===== src/epc_pkg.sv =====
package epc_pkg;
  // ----------------------------------------
  // Opcode fields, widths and reset values
  // ----------------------------------------
  localparam logic [7:0] OPC_ADD_PTR_HI = 8'he8;
  localparam logic [15:0] OPC_CALL_W = 16'h0014;
  localparam logic [1:0] SEL_FRAME_RET = 2'h3;
  localparam logic [1:0] SEL_FRAME_TWO = 2'h2;
  localparam int LIT_W = 6;
  localparam int PTR_W = 12;
  localparam int PC_W = 21;
  localparam logic [PC_W-1:0] RET_STEP = 21'h000002;
  localparam logic [PTR_W-1:0] PTR_RST = 12'h000;
  localparam logic [PC_W-1:0] PC_RST = 21'h000000;

  typedef enum logic [1:0] {
    EPC_IDLE,
    EPC_RET_NOP,
    EPC_CALL_NOP
  } epc_state_t;
endpackage


===== src/epc_dec_if.sv =====
`timescale 1ns/1ps
interface epc_dec_if;
  logic is_add_ptr;
  logic is_add_ret;
  logic is_call_w;
  logic [1:0] sel;
  logic [epc_pkg::LIT_W-1:0] lit;
  modport dec (output is_add_ptr, output is_add_ret, output is_call_w, output sel, output lit);
  modport exe (input is_add_ptr, input is_add_ret, input is_call_w, input sel, input lit);
endinterface


===== src/epc_decoder.sv =====
`timescale 1ns/1ps
module epc_decoder (
  // Instruction in
  input wire logic [15:0] instr_i,
  input wire logic instr_valid_i,
  input wire logic ext_en_i,
  // Decoded fields
  epc_dec_if.dec d
);
  logic add_grp;

  // ----------------------------------------
  // Decode
  // ----------------------------------------
  // Only the extension opcodes are recognised; all else is left to the core
  assign add_grp = instr_valid_i && ext_en_i && (instr_i[15:8] == epc_pkg::OPC_ADD_PTR_HI);
  assign d.sel = instr_i[7:6];
  assign d.lit = instr_i[epc_pkg::LIT_W-1:0];
  assign d.is_add_ptr = add_grp && (instr_i[7:6] != epc_pkg::SEL_FRAME_RET);
  assign d.is_add_ret = add_grp && (instr_i[7:6] == epc_pkg::SEL_FRAME_RET);
  assign d.is_call_w = instr_valid_i && ext_en_i && (instr_i == epc_pkg::OPC_CALL_W);
endmodule


===== src/epc_core.sv =====
`timescale 1ns/1ps
module epc_core #(
  parameter logic EXT_EN_DEFAULT = 1'b1
) (
  // Clock and reset
  input wire logic ref_clk_i,
  input wire logic srst_i,
  // Configuration
  input wire logic ext_en_prog_i,
  input wire logic ext_en_val_i,
  // Instruction from fetch
  input wire logic [15:0] instr_i,
  input wire logic instr_valid_i,
  // Core state
  input wire logic [epc_pkg::PC_W-1:0] pc_i,
  input wire logic [7:0] working_register_i,
  input wire logic [7:0] pc_latch_high_i,
  input wire logic [4:0] pc_latch_upper_i,
  input wire logic [epc_pkg::PC_W-1:0] return_stack_top_i,
  // Pointers
  output logic [epc_pkg::PTR_W-1:0] ptr0_o,
  output logic [epc_pkg::PTR_W-1:0] ptr1_o,
  output logic [epc_pkg::PTR_W-1:0] frame_pointer_two_o,
  // Program flow
  output logic pc_load_o,
  output logic [epc_pkg::PC_W-1:0] pc_new_o,
  output logic stack_push_o,
  output logic stack_pop_o,
  output logic [epc_pkg::PC_W-1:0] stack_push_data_o,
  output logic fetch_flush_o,
  output logic busy_o
);
  epc_dec_if dif ();
  epc_pkg::epc_state_t state_reg;
  logic ext_en_reg;
  logic [epc_pkg::PTR_W-1:0] ptr_reg [3];
  logic [epc_pkg::PTR_W-1:0] lit_ext;
  logic accept;

  epc_decoder u_dec (
    .instr_i(instr_i),
    .instr_valid_i(instr_valid_i),
    .ext_en_i(ext_en_reg),
    .d(dif)
  );

  // ----------------------------------------
  // Configuration
  // ----------------------------------------
  // Unprogrammed part runs with the extension on
  always_ff @(posedge ref_clk_i) begin
    if (srst_i) begin
      ext_en_reg <= EXT_EN_DEFAULT;
    end else if (ext_en_prog_i) begin
      ext_en_reg <= ext_en_val_i;
    end
  end

  // New instructions are ignored while the second, idle cycle runs
  assign accept = (state_reg == epc_pkg::EPC_IDLE);
  assign lit_ext = {{(epc_pkg::PTR_W-epc_pkg::LIT_W){1'b0}}, dif.lit};

  // ----------------------------------------
  // Sequencer
  // ----------------------------------------
  always_ff @(posedge ref_clk_i) begin
    if (srst_i) begin
      state_reg <= epc_pkg::EPC_IDLE;
    end else begin
      unique case (state_reg)
        epc_pkg::EPC_IDLE: begin
          if (dif.is_add_ret) begin
            state_reg <= epc_pkg::EPC_RET_NOP;
          end else if (dif.is_call_w) begin
            state_reg <= epc_pkg::EPC_CALL_NOP;
          end
        end
        epc_pkg::EPC_RET_NOP: state_reg <= epc_pkg::EPC_IDLE;
        epc_pkg::EPC_CALL_NOP: state_reg <= epc_pkg::EPC_IDLE;
        default: state_reg <= epc_pkg::EPC_IDLE;
      endcase
    end
  end

  // ----------------------------------------
  // Pointer file
  // ----------------------------------------
  // No flag outputs exist, so status is untouched by construction
  for (genvar i = 0; i < 3; i++) begin : g_ptr
    always_ff @(posedge ref_clk_i) begin
      if (srst_i) begin
        ptr_reg[i] <= epc_pkg::PTR_RST;
      end else if (accept && dif.is_add_ptr && (dif.sel == 2'(i))) begin
        ptr_reg[i] <= ptr_reg[i] + lit_ext;
      end else if (accept && dif.is_add_ret && (2'(i) == epc_pkg::SEL_FRAME_TWO)) begin
        ptr_reg[i] <= ptr_reg[i] + lit_ext;
      end
    end
  end

  assign ptr0_o = ptr_reg[0];
  assign ptr1_o = ptr_reg[1];
  assign frame_pointer_two_o = ptr_reg[epc_pkg::SEL_FRAME_TWO];

  // ----------------------------------------
  // Program flow outputs
  // ----------------------------------------
  // Status and bank registers have no path here; the working register feeds only the call target
  always_ff @(posedge ref_clk_i) begin
    if (srst_i) begin
      pc_load_o <= 1'b0;
      pc_new_o <= epc_pkg::PC_RST;
      stack_push_o <= 1'b0;
      stack_pop_o <= 1'b0;
      stack_push_data_o <= epc_pkg::PC_RST;
      fetch_flush_o <= 1'b0;
      busy_o <= 1'b0;
    end else begin
      pc_load_o <= accept && (dif.is_add_ret || dif.is_call_w);
      stack_push_o <= accept && dif.is_call_w;
      stack_pop_o <= accept && dif.is_add_ret;
      fetch_flush_o <= accept && (dif.is_add_ret || dif.is_call_w);
      busy_o <= accept && (dif.is_add_ret || dif.is_call_w);
      if (accept && dif.is_call_w) begin
        stack_push_data_o <= pc_i + epc_pkg::RET_STEP;
        pc_new_o <= {pc_latch_upper_i, pc_latch_high_i, working_register_i};
      end else if (accept && dif.is_add_ret) begin
        pc_new_o <= return_stack_top_i;
      end
    end
  end
endmodule


===== config.mk =====
export PLATFORM = sky130hd
export DESIGN_NAME = epc_core
export DESIGN_NICKNAME = d
export VERILOG_FILES = /design/src/epc_pkg.sv /design/src/epc_dec_if.sv /design/src/epc_decoder.sv /design/src/epc_core.sv
export SDC_FILE = /design/constraint.sdc
export NUM_CORES = 1
export LEC_CHECK = 0
export BUFFER_PORTS_ARGS = -buffer_cell sky130_fd_sc_hd__buf_2
export CAP_MARGIN = 20
export CORE_MARGIN = 4
export CORE_UTILIZATION = 35
export CTS_CLUSTER_SIZE = 25
export DETAILED_ROUTE_END_ITERATION = 8
export PLACE_DENSITY = 0.61
export REMOVE_ABC_BUFFERS = 1
export SKIP_LAST_GASP = 1
export SLEW_MARGIN = 10
export SYNTH_ARGS = -nofsm -noshare
export SYNTH_HDL_FRONTEND = slang
export SYNTH_SLANG_ARGS = --single-unit

===== constraint.sdc =====
create_clock -name ref_clk_i -period 3.1 [get_ports ref_clk_i]
set_clock_uncertainty 0.15 [all_clocks]
set_input_delay 0.775 -clock ref_clk_i [delete_from_list [all_inputs] [get_ports ref_clk_i]]
set_output_delay 0.775 -clock ref_clk_i [all_outputs]
set_load 0.005 [all_outputs]

==> results of run 1 <==
## through the flow
stage               setup slack (ps)  cell area (um2)  total power (uW)
floorplan                       -116             4560              1340
global placement                 212             5680              1480
detailed placement               194             5680              1480
CTS                              562             5990              2610
global route                     373             5990              2690
finish                           536             5990              2580
## worst min-delay path, cell delays in order, from the launching register on
cell     delay, ps
dfxtp_1        310
nand2_1         50
a21oi_1         50
## per-layer routing
metal,track usage (%),vias to the layer above
li1,-,2060
met1,19.9,1927
met2,27.5,156
met3,6.04,26
met4,7.60,0
met5,0,-
## layout by cell type (no fill, tap or decap), types with 3 or more instances in the layout
master and instances:
a211oi_1 9, a211oi_2 18, a21o_1 5, a21oi_1 18, and3_1 6, buf_2 166
buf_4 6, clkbuf_16 9, dfxtp_1 48, edfxtp_1 36, fa_1 3, ha_1 19
inv_1 8, mux2_2 21, nand2_1 17, nand3_1 16, nand4_1 7, nor2_1 114
nor2b_1 3, nor3_1 26, nor4_1 6, o211ai_1 3, o21ai_0 11, o21bai_1 4
xnor2_1 20, xor2_1 23
## cells by family after synthesis
group / share of synthesized area, %
flip-flops: 43.4
buffers and inverters: 3.64
AO/OA/AOI/OAI: 12.5
AND/OR/NAND/NOR: 21.1
multiplexers: 5.03
adder cells (fa/ha/maj): 6.33
XOR/XNOR: 8.00
## worst paths after layout
check,endpoint,slack (ps),depth (start not counted)
min,stack_push_data_o[0],310,2
min reg2reg,stack_push_data_o[0],310,2
max reg2reg,ptr_reg[2][8],670,7
max,ptr_reg[2][8],540,8
## power groups by stage
stage	combinational (uW)	clock (uW)	sequential, uW
6_report	270	1120	1180
5_1_grt	304	1200	1190
4_1_cts	271	1150	1180
3_5_place_dp	270	0	1210
3_3_place_gp	267	0	1210
2_1_floorplan	135	0	1210
## cell type report
type                            instances  area [um2]
Clock buffer                            9         225
Clock inverter                          7        80.1
Fill cell                            1315        7200
Inverter                                8        30.0
Multi-Input combinational cell        374        2490
Sequential cell                        84        2040
Tap cell                              176         220
Timing Repair Buffer                  173         896
==> results.py, run 1 <==
metrics = {
    "power_and_ir_drop": {
        "p_comb_share_pct": 10.5,
        "pwr-share-seq_pct": 46.0,
        "leakage_uw": 0.00258,
        "p_clk_share_pct": 43.5,
        "p_switching_uw": 652,
        "peakVddDrop_mv": 0.209,
        "p_per_area_mw_per_mm2": 430,
        "swShare_pct": 25.3,
        "internal_power_uw": 1920,
    },
    "worst_setup_path": {
        "cpLargestDelayFamily": "compound AO/OA/AOI/OAI gates",
        "endpoint_kind": "flip-flop",
        "path_cells": "buf_2 -> ha_1 -> fa_1 -> a211oi_1 -> o21bai_1 -> a32oi_1 -> xor2_1 -> nor2_1",
        "cp-startpoint": "instr_i[0]",
        "worstSetupStartpointType": "input port",
        "worstReg2RegStart": "ptr_reg[2][0]",
        "required_ps": 3040,
        "arrival_ps": 2500,
        "worstSetupPathType": "in2reg",
        "cp_slowest_stage_delay_ps": 430,
        "crit_path_top_delay_cell": "fa_1",
        "crit_fanout": 5,
        "critPathBufInv": 1,
    },
    "yosys": {
        "yosys.cell_types.count": 45,
        "syn_area_per_cell_um2": 9.64,
        "syn_area_mm2": 0.00471,
        "synthTopCellsByCount": "114 x nor2_1, 48 x dfxtp_1, 36 x edfxtp_1, 26 x nor3_1, 23 x xor2_1",
        "synth_top_area_share_pct": 23.0,
        "synth_most_common_cell": "nor2_1",
        "synthCells": 488,
        "ys_async_sr_fraction_pct": 0,
        "synth-seq-cells": 84,
        "ys.flop_type": "dfxtp_1",
        "synth_edf_count": 36,
        "synth_area_leaders": "edfxtp_1 23%, dfxtp_1 20%, nor2_1 9.1%, ha_1 5.1%, mux2_2 5.0%",
        "yosys.area.top_type": "edfxtp_1",
        "ys_warn_count": 0,
        "synth-seq-area-share_pct": 43.4,
    },
    "placement": {
        "routabilityCongestion": 0.807,
        "dp_cells": 815,
        "port_buffers": 166,
        "dp_hpwl_um": 9520,
    },
    "detailed_routing": {
        "drtIter0Drc": 144,
        "maxUsedRoutingLayer": "met4",
        "routed_wl_um": 12700,
        "vias_per_cell": 5.02,
        "wl_per_cell_um": 15.2,
        "num_vias": 4169,
        "drt-met1-wl_um": 5190,
        "routed-wl-met2_um": 5930,
        "drc": 0,
        "ant_nets": 0,
        "dr_wl_met3_um": 1220,
        "drt-pass1-iter-count": 4,
    },
    "die": {
        "die_y_um": 124,
        "die_area_mm2": 0.0154,
        "fp.dieW_um": 124,
        "rows": 42,
        "io-pin-count": 167,
        "core_mm2": 0.0132,
        "initial_core_util_pct": 35.7,
    },
    "clocking": {
        "cts_tree": "yes",
        "cts_resized": 0,
        "post_cts_buffers": 0,
        "cts-root-buf": "clkbuf_16",
        "clock_path_buffers": 2,
        "cts.sinks": 84,
        "htree_levels": 3,
        "cts_buffers": 9,
        "clk_latency_ps": 350,
        "ctsHoldBuffers": 0,
        "path_clk_slew_ps": 70,
    },
    "global_routing": {
        "grt_pass1_vias": 4177,
        "grt_start_max_net_pins": 62,
        "grt_pass1_wl_um": 20100,
        "grt_overflow_total": 0,
        "antenna_found_initial": 0,
        "track_usage_pct": 16.9,
    },
    "finish": {
        "fin_nets": 756,
        "finalNonFillerCells": 831,
        "largest_reg_flops": 36,
        "antenna_cells_inserted": 0,
        "syn_to_final_growth_pct": 27.2,
        "layout-drive-gt1-share_pct": 35.7,
        "utilization_pct": 45.4,
    },
    "sta": {
        "hold_slack_ps": 305,
        "hold_viol": 0,
        "setup_viol": 0,
        "worstMarginPinSlew_ps": 542,
        "final.setup.tns_ps": 0,
        "slew_headroom_pct": 63.5,
        "max_freq_mhz": 390,
        "min_period_ps": 2560,
        "period_share_pct": 82.7,
        "finalMaxSlewViolations": 0,
        "rsz0062_at_grt": "no",
    },
    "min_path": {
        "min_from": "stack_push_data_o[0]",
        "worstHoldPathType": "reg2reg",
    },
    "outcome": {
        "status": "finished clean",
    },
    "flow_run": {
        "cap_viol_max_count": 0,
    },
}
Note: power is estimated with default switching activity, not from simulation.
==> inputs of run 2 (changes only) <==
Clock period 3.1 ns to 2.53 ns, I/O delays scaled along.
==> results.py, run 2 (synthesis gave the netlist of run 1 again) <==
metrics = {
    "finish": {
        "utilization_pct": 46.4,
        "antenna_cells_inserted": 0,
        "fin_nets": 777,
        "finalNonFillerCells": 852,
        "layout-drive-gt1-share_pct": 37.7,
        "regArea_mm2": 0.00204,
        "largest_reg_flops": 36,
        "layout_common_cells": "166 x buf_2, 114 x nor2_1, 48 x dfxtp_1",
        "syn_to_final_growth_pct": 30.2,
        "mostFrequentLayoutCell": "buf_2",
        "fillers": 1269,
        "multi_input_area_mm2": 0.00250,
    },
    "placement": {
        "dp_hpwl_um": 9910,
        "routabilityCongestion": 0.794,
        "port_buffers": 166,
        "dp_cells": 836,
    },
    "detailed_routing": {
        "routed_wl_um": 13000,
        "drc": 0,
        "ant_nets": 0,
        "vias_per_cell": 5.02,
        "wl_per_cell_um": 15.3,
        "drt-pass1-iter-count": 4,
        "drtIter0Drc": 161,
        "num_vias": 4277,
    },
    "worst_setup_path": {
        "endpoint_kind": "flip-flop",
        "crit_fanout": 3,
        "worstSetupStartpointType": "flip-flop",
        "worstSetupPathType": "reg2reg",
        "arrival_ps": 2280,
        "required_ps": 2480,
        "r2r_setup_slack_ps": 190,
    },
    "sta": {
        "rsz0062_at_grt": "no",
        "period_share_pct": 92.4,
        "hold_viol": 0,
        "hold_slack_ps": 304,
        "min_period_ps": 2340,
        "setup_viol": 0,
        "slew_headroom_pct": 68.7,
        "finalMaxSlewViolations": 0,
        "worstMarginPinSlew_ps": 470,
        "max_freq_mhz": 428,
    },
    "clocking": {
        "cts_resized": 0,
        "ctsHoldBuffers": 0,
        "clock_path_buffers": 2,
        "post_cts_buffers": 0,
        "cts-root-buf": "clkbuf_16",
        "clk_latency_ps": 340,
        "cts_buffers": 9,
        "cts_tree": "yes",
        "path_clk_slew_ps": 60,
        "htree_levels": 3,
        "cts.sinks": 84,
    },
    "global_routing": {
        "antenna_found_initial": 0,
        "grt_pass1_wl_um": 20500,
        "track_usage_pct": 17.1,
        "grt_start_max_net_pins": 35,
        "grt_pass1_vias": 4267,
        "grt_overflow_total": 0,
    },
    "die": {
        "core_mm2": 0.0132,
        "die_y_um": 124,
        "initial_core_util_pct": 35.7,
        "rows": 42,
        "die_area_mm2": 0.0154,
        "fp.dieW_um": 124,
        "io-pin-count": 167,
    },
    "outcome": {
        "status": "finished clean",
    },
    "power_and_ir_drop": {
        "peakVddDrop_mv": 0.237,
        "finalPower_uw": 3040,
        "p_per_area_mw_per_mm2": 496,
        "leakage_uw": 0.00267,
    },
    "min_path": {
        "worstHoldPathType": "reg2reg",
    },
    "flow_run": {
        "cap_viol_max_count": 0,
    },
}
## run 2: critical path, cell delays in order (launching register included)
cell and delay, ps:
edfxtp_1 430, ha_1 240, fa_1 400, a211oi_1 280, o21bai_1 170, a32oi_1 210, xor2_1 160, nor2_1 50
## run 2: area by class of cell
class	instances	share of cell area (%)
Clock buffer	11	3.96
Timing Repair Buffer	194	17.4
Multi-Input combinational cell	374	40.8
Clock inverter	5	0.429
Inverter	8	0.490
Tap cell	176	3.59
Sequential cell	84	33.3
## run 2: power breakdown
part / leakage (uW) / switching, uW / internal (uW)
registers: 0.000758 / 20.1 / 1430
logic: 0.00177 / 191 / 164
clock network: 0.000139 / 547 / 686
## run 2: through the flow
step	instance area, um2	setup WS (ps)	TNS (ps)
6_report	6130	192	0
5_1_grt	6130	64.6	0
4_1_cts	6120	179	0
3_5_place_dp	5850	-175	-1170
3_3_place_gp	5850	-141	-774
2_1_floorplan	4560	-543	-21650
## run 2: worst paths after layout
| kind | startpoint | to | cells after the start |
|---|---|---|---|
| setup reg to reg | ptr_reg[2][0] | ptr_reg[2][8] | 7 |
| hold / removal | stack_push_data_o[2] | stack_push_data_o[2] | 2 |
| hold reg to reg | stack_push_data_o[2] | stack_push_data_o[2] | 2 |
| setup / recovery | ptr_reg[2][0] | ptr_reg[2][8] | 7 |
## run 2: metal layers
metal  GRT usage [%]  wire length (um)  vias to the layer above
li1                -                 -                     2100
met1            19.6              5320                     2005
met2            28.7              6210                      149
met3            5.77              1130                       23
met4            7.73               335                        0
met5               0                 0                        -
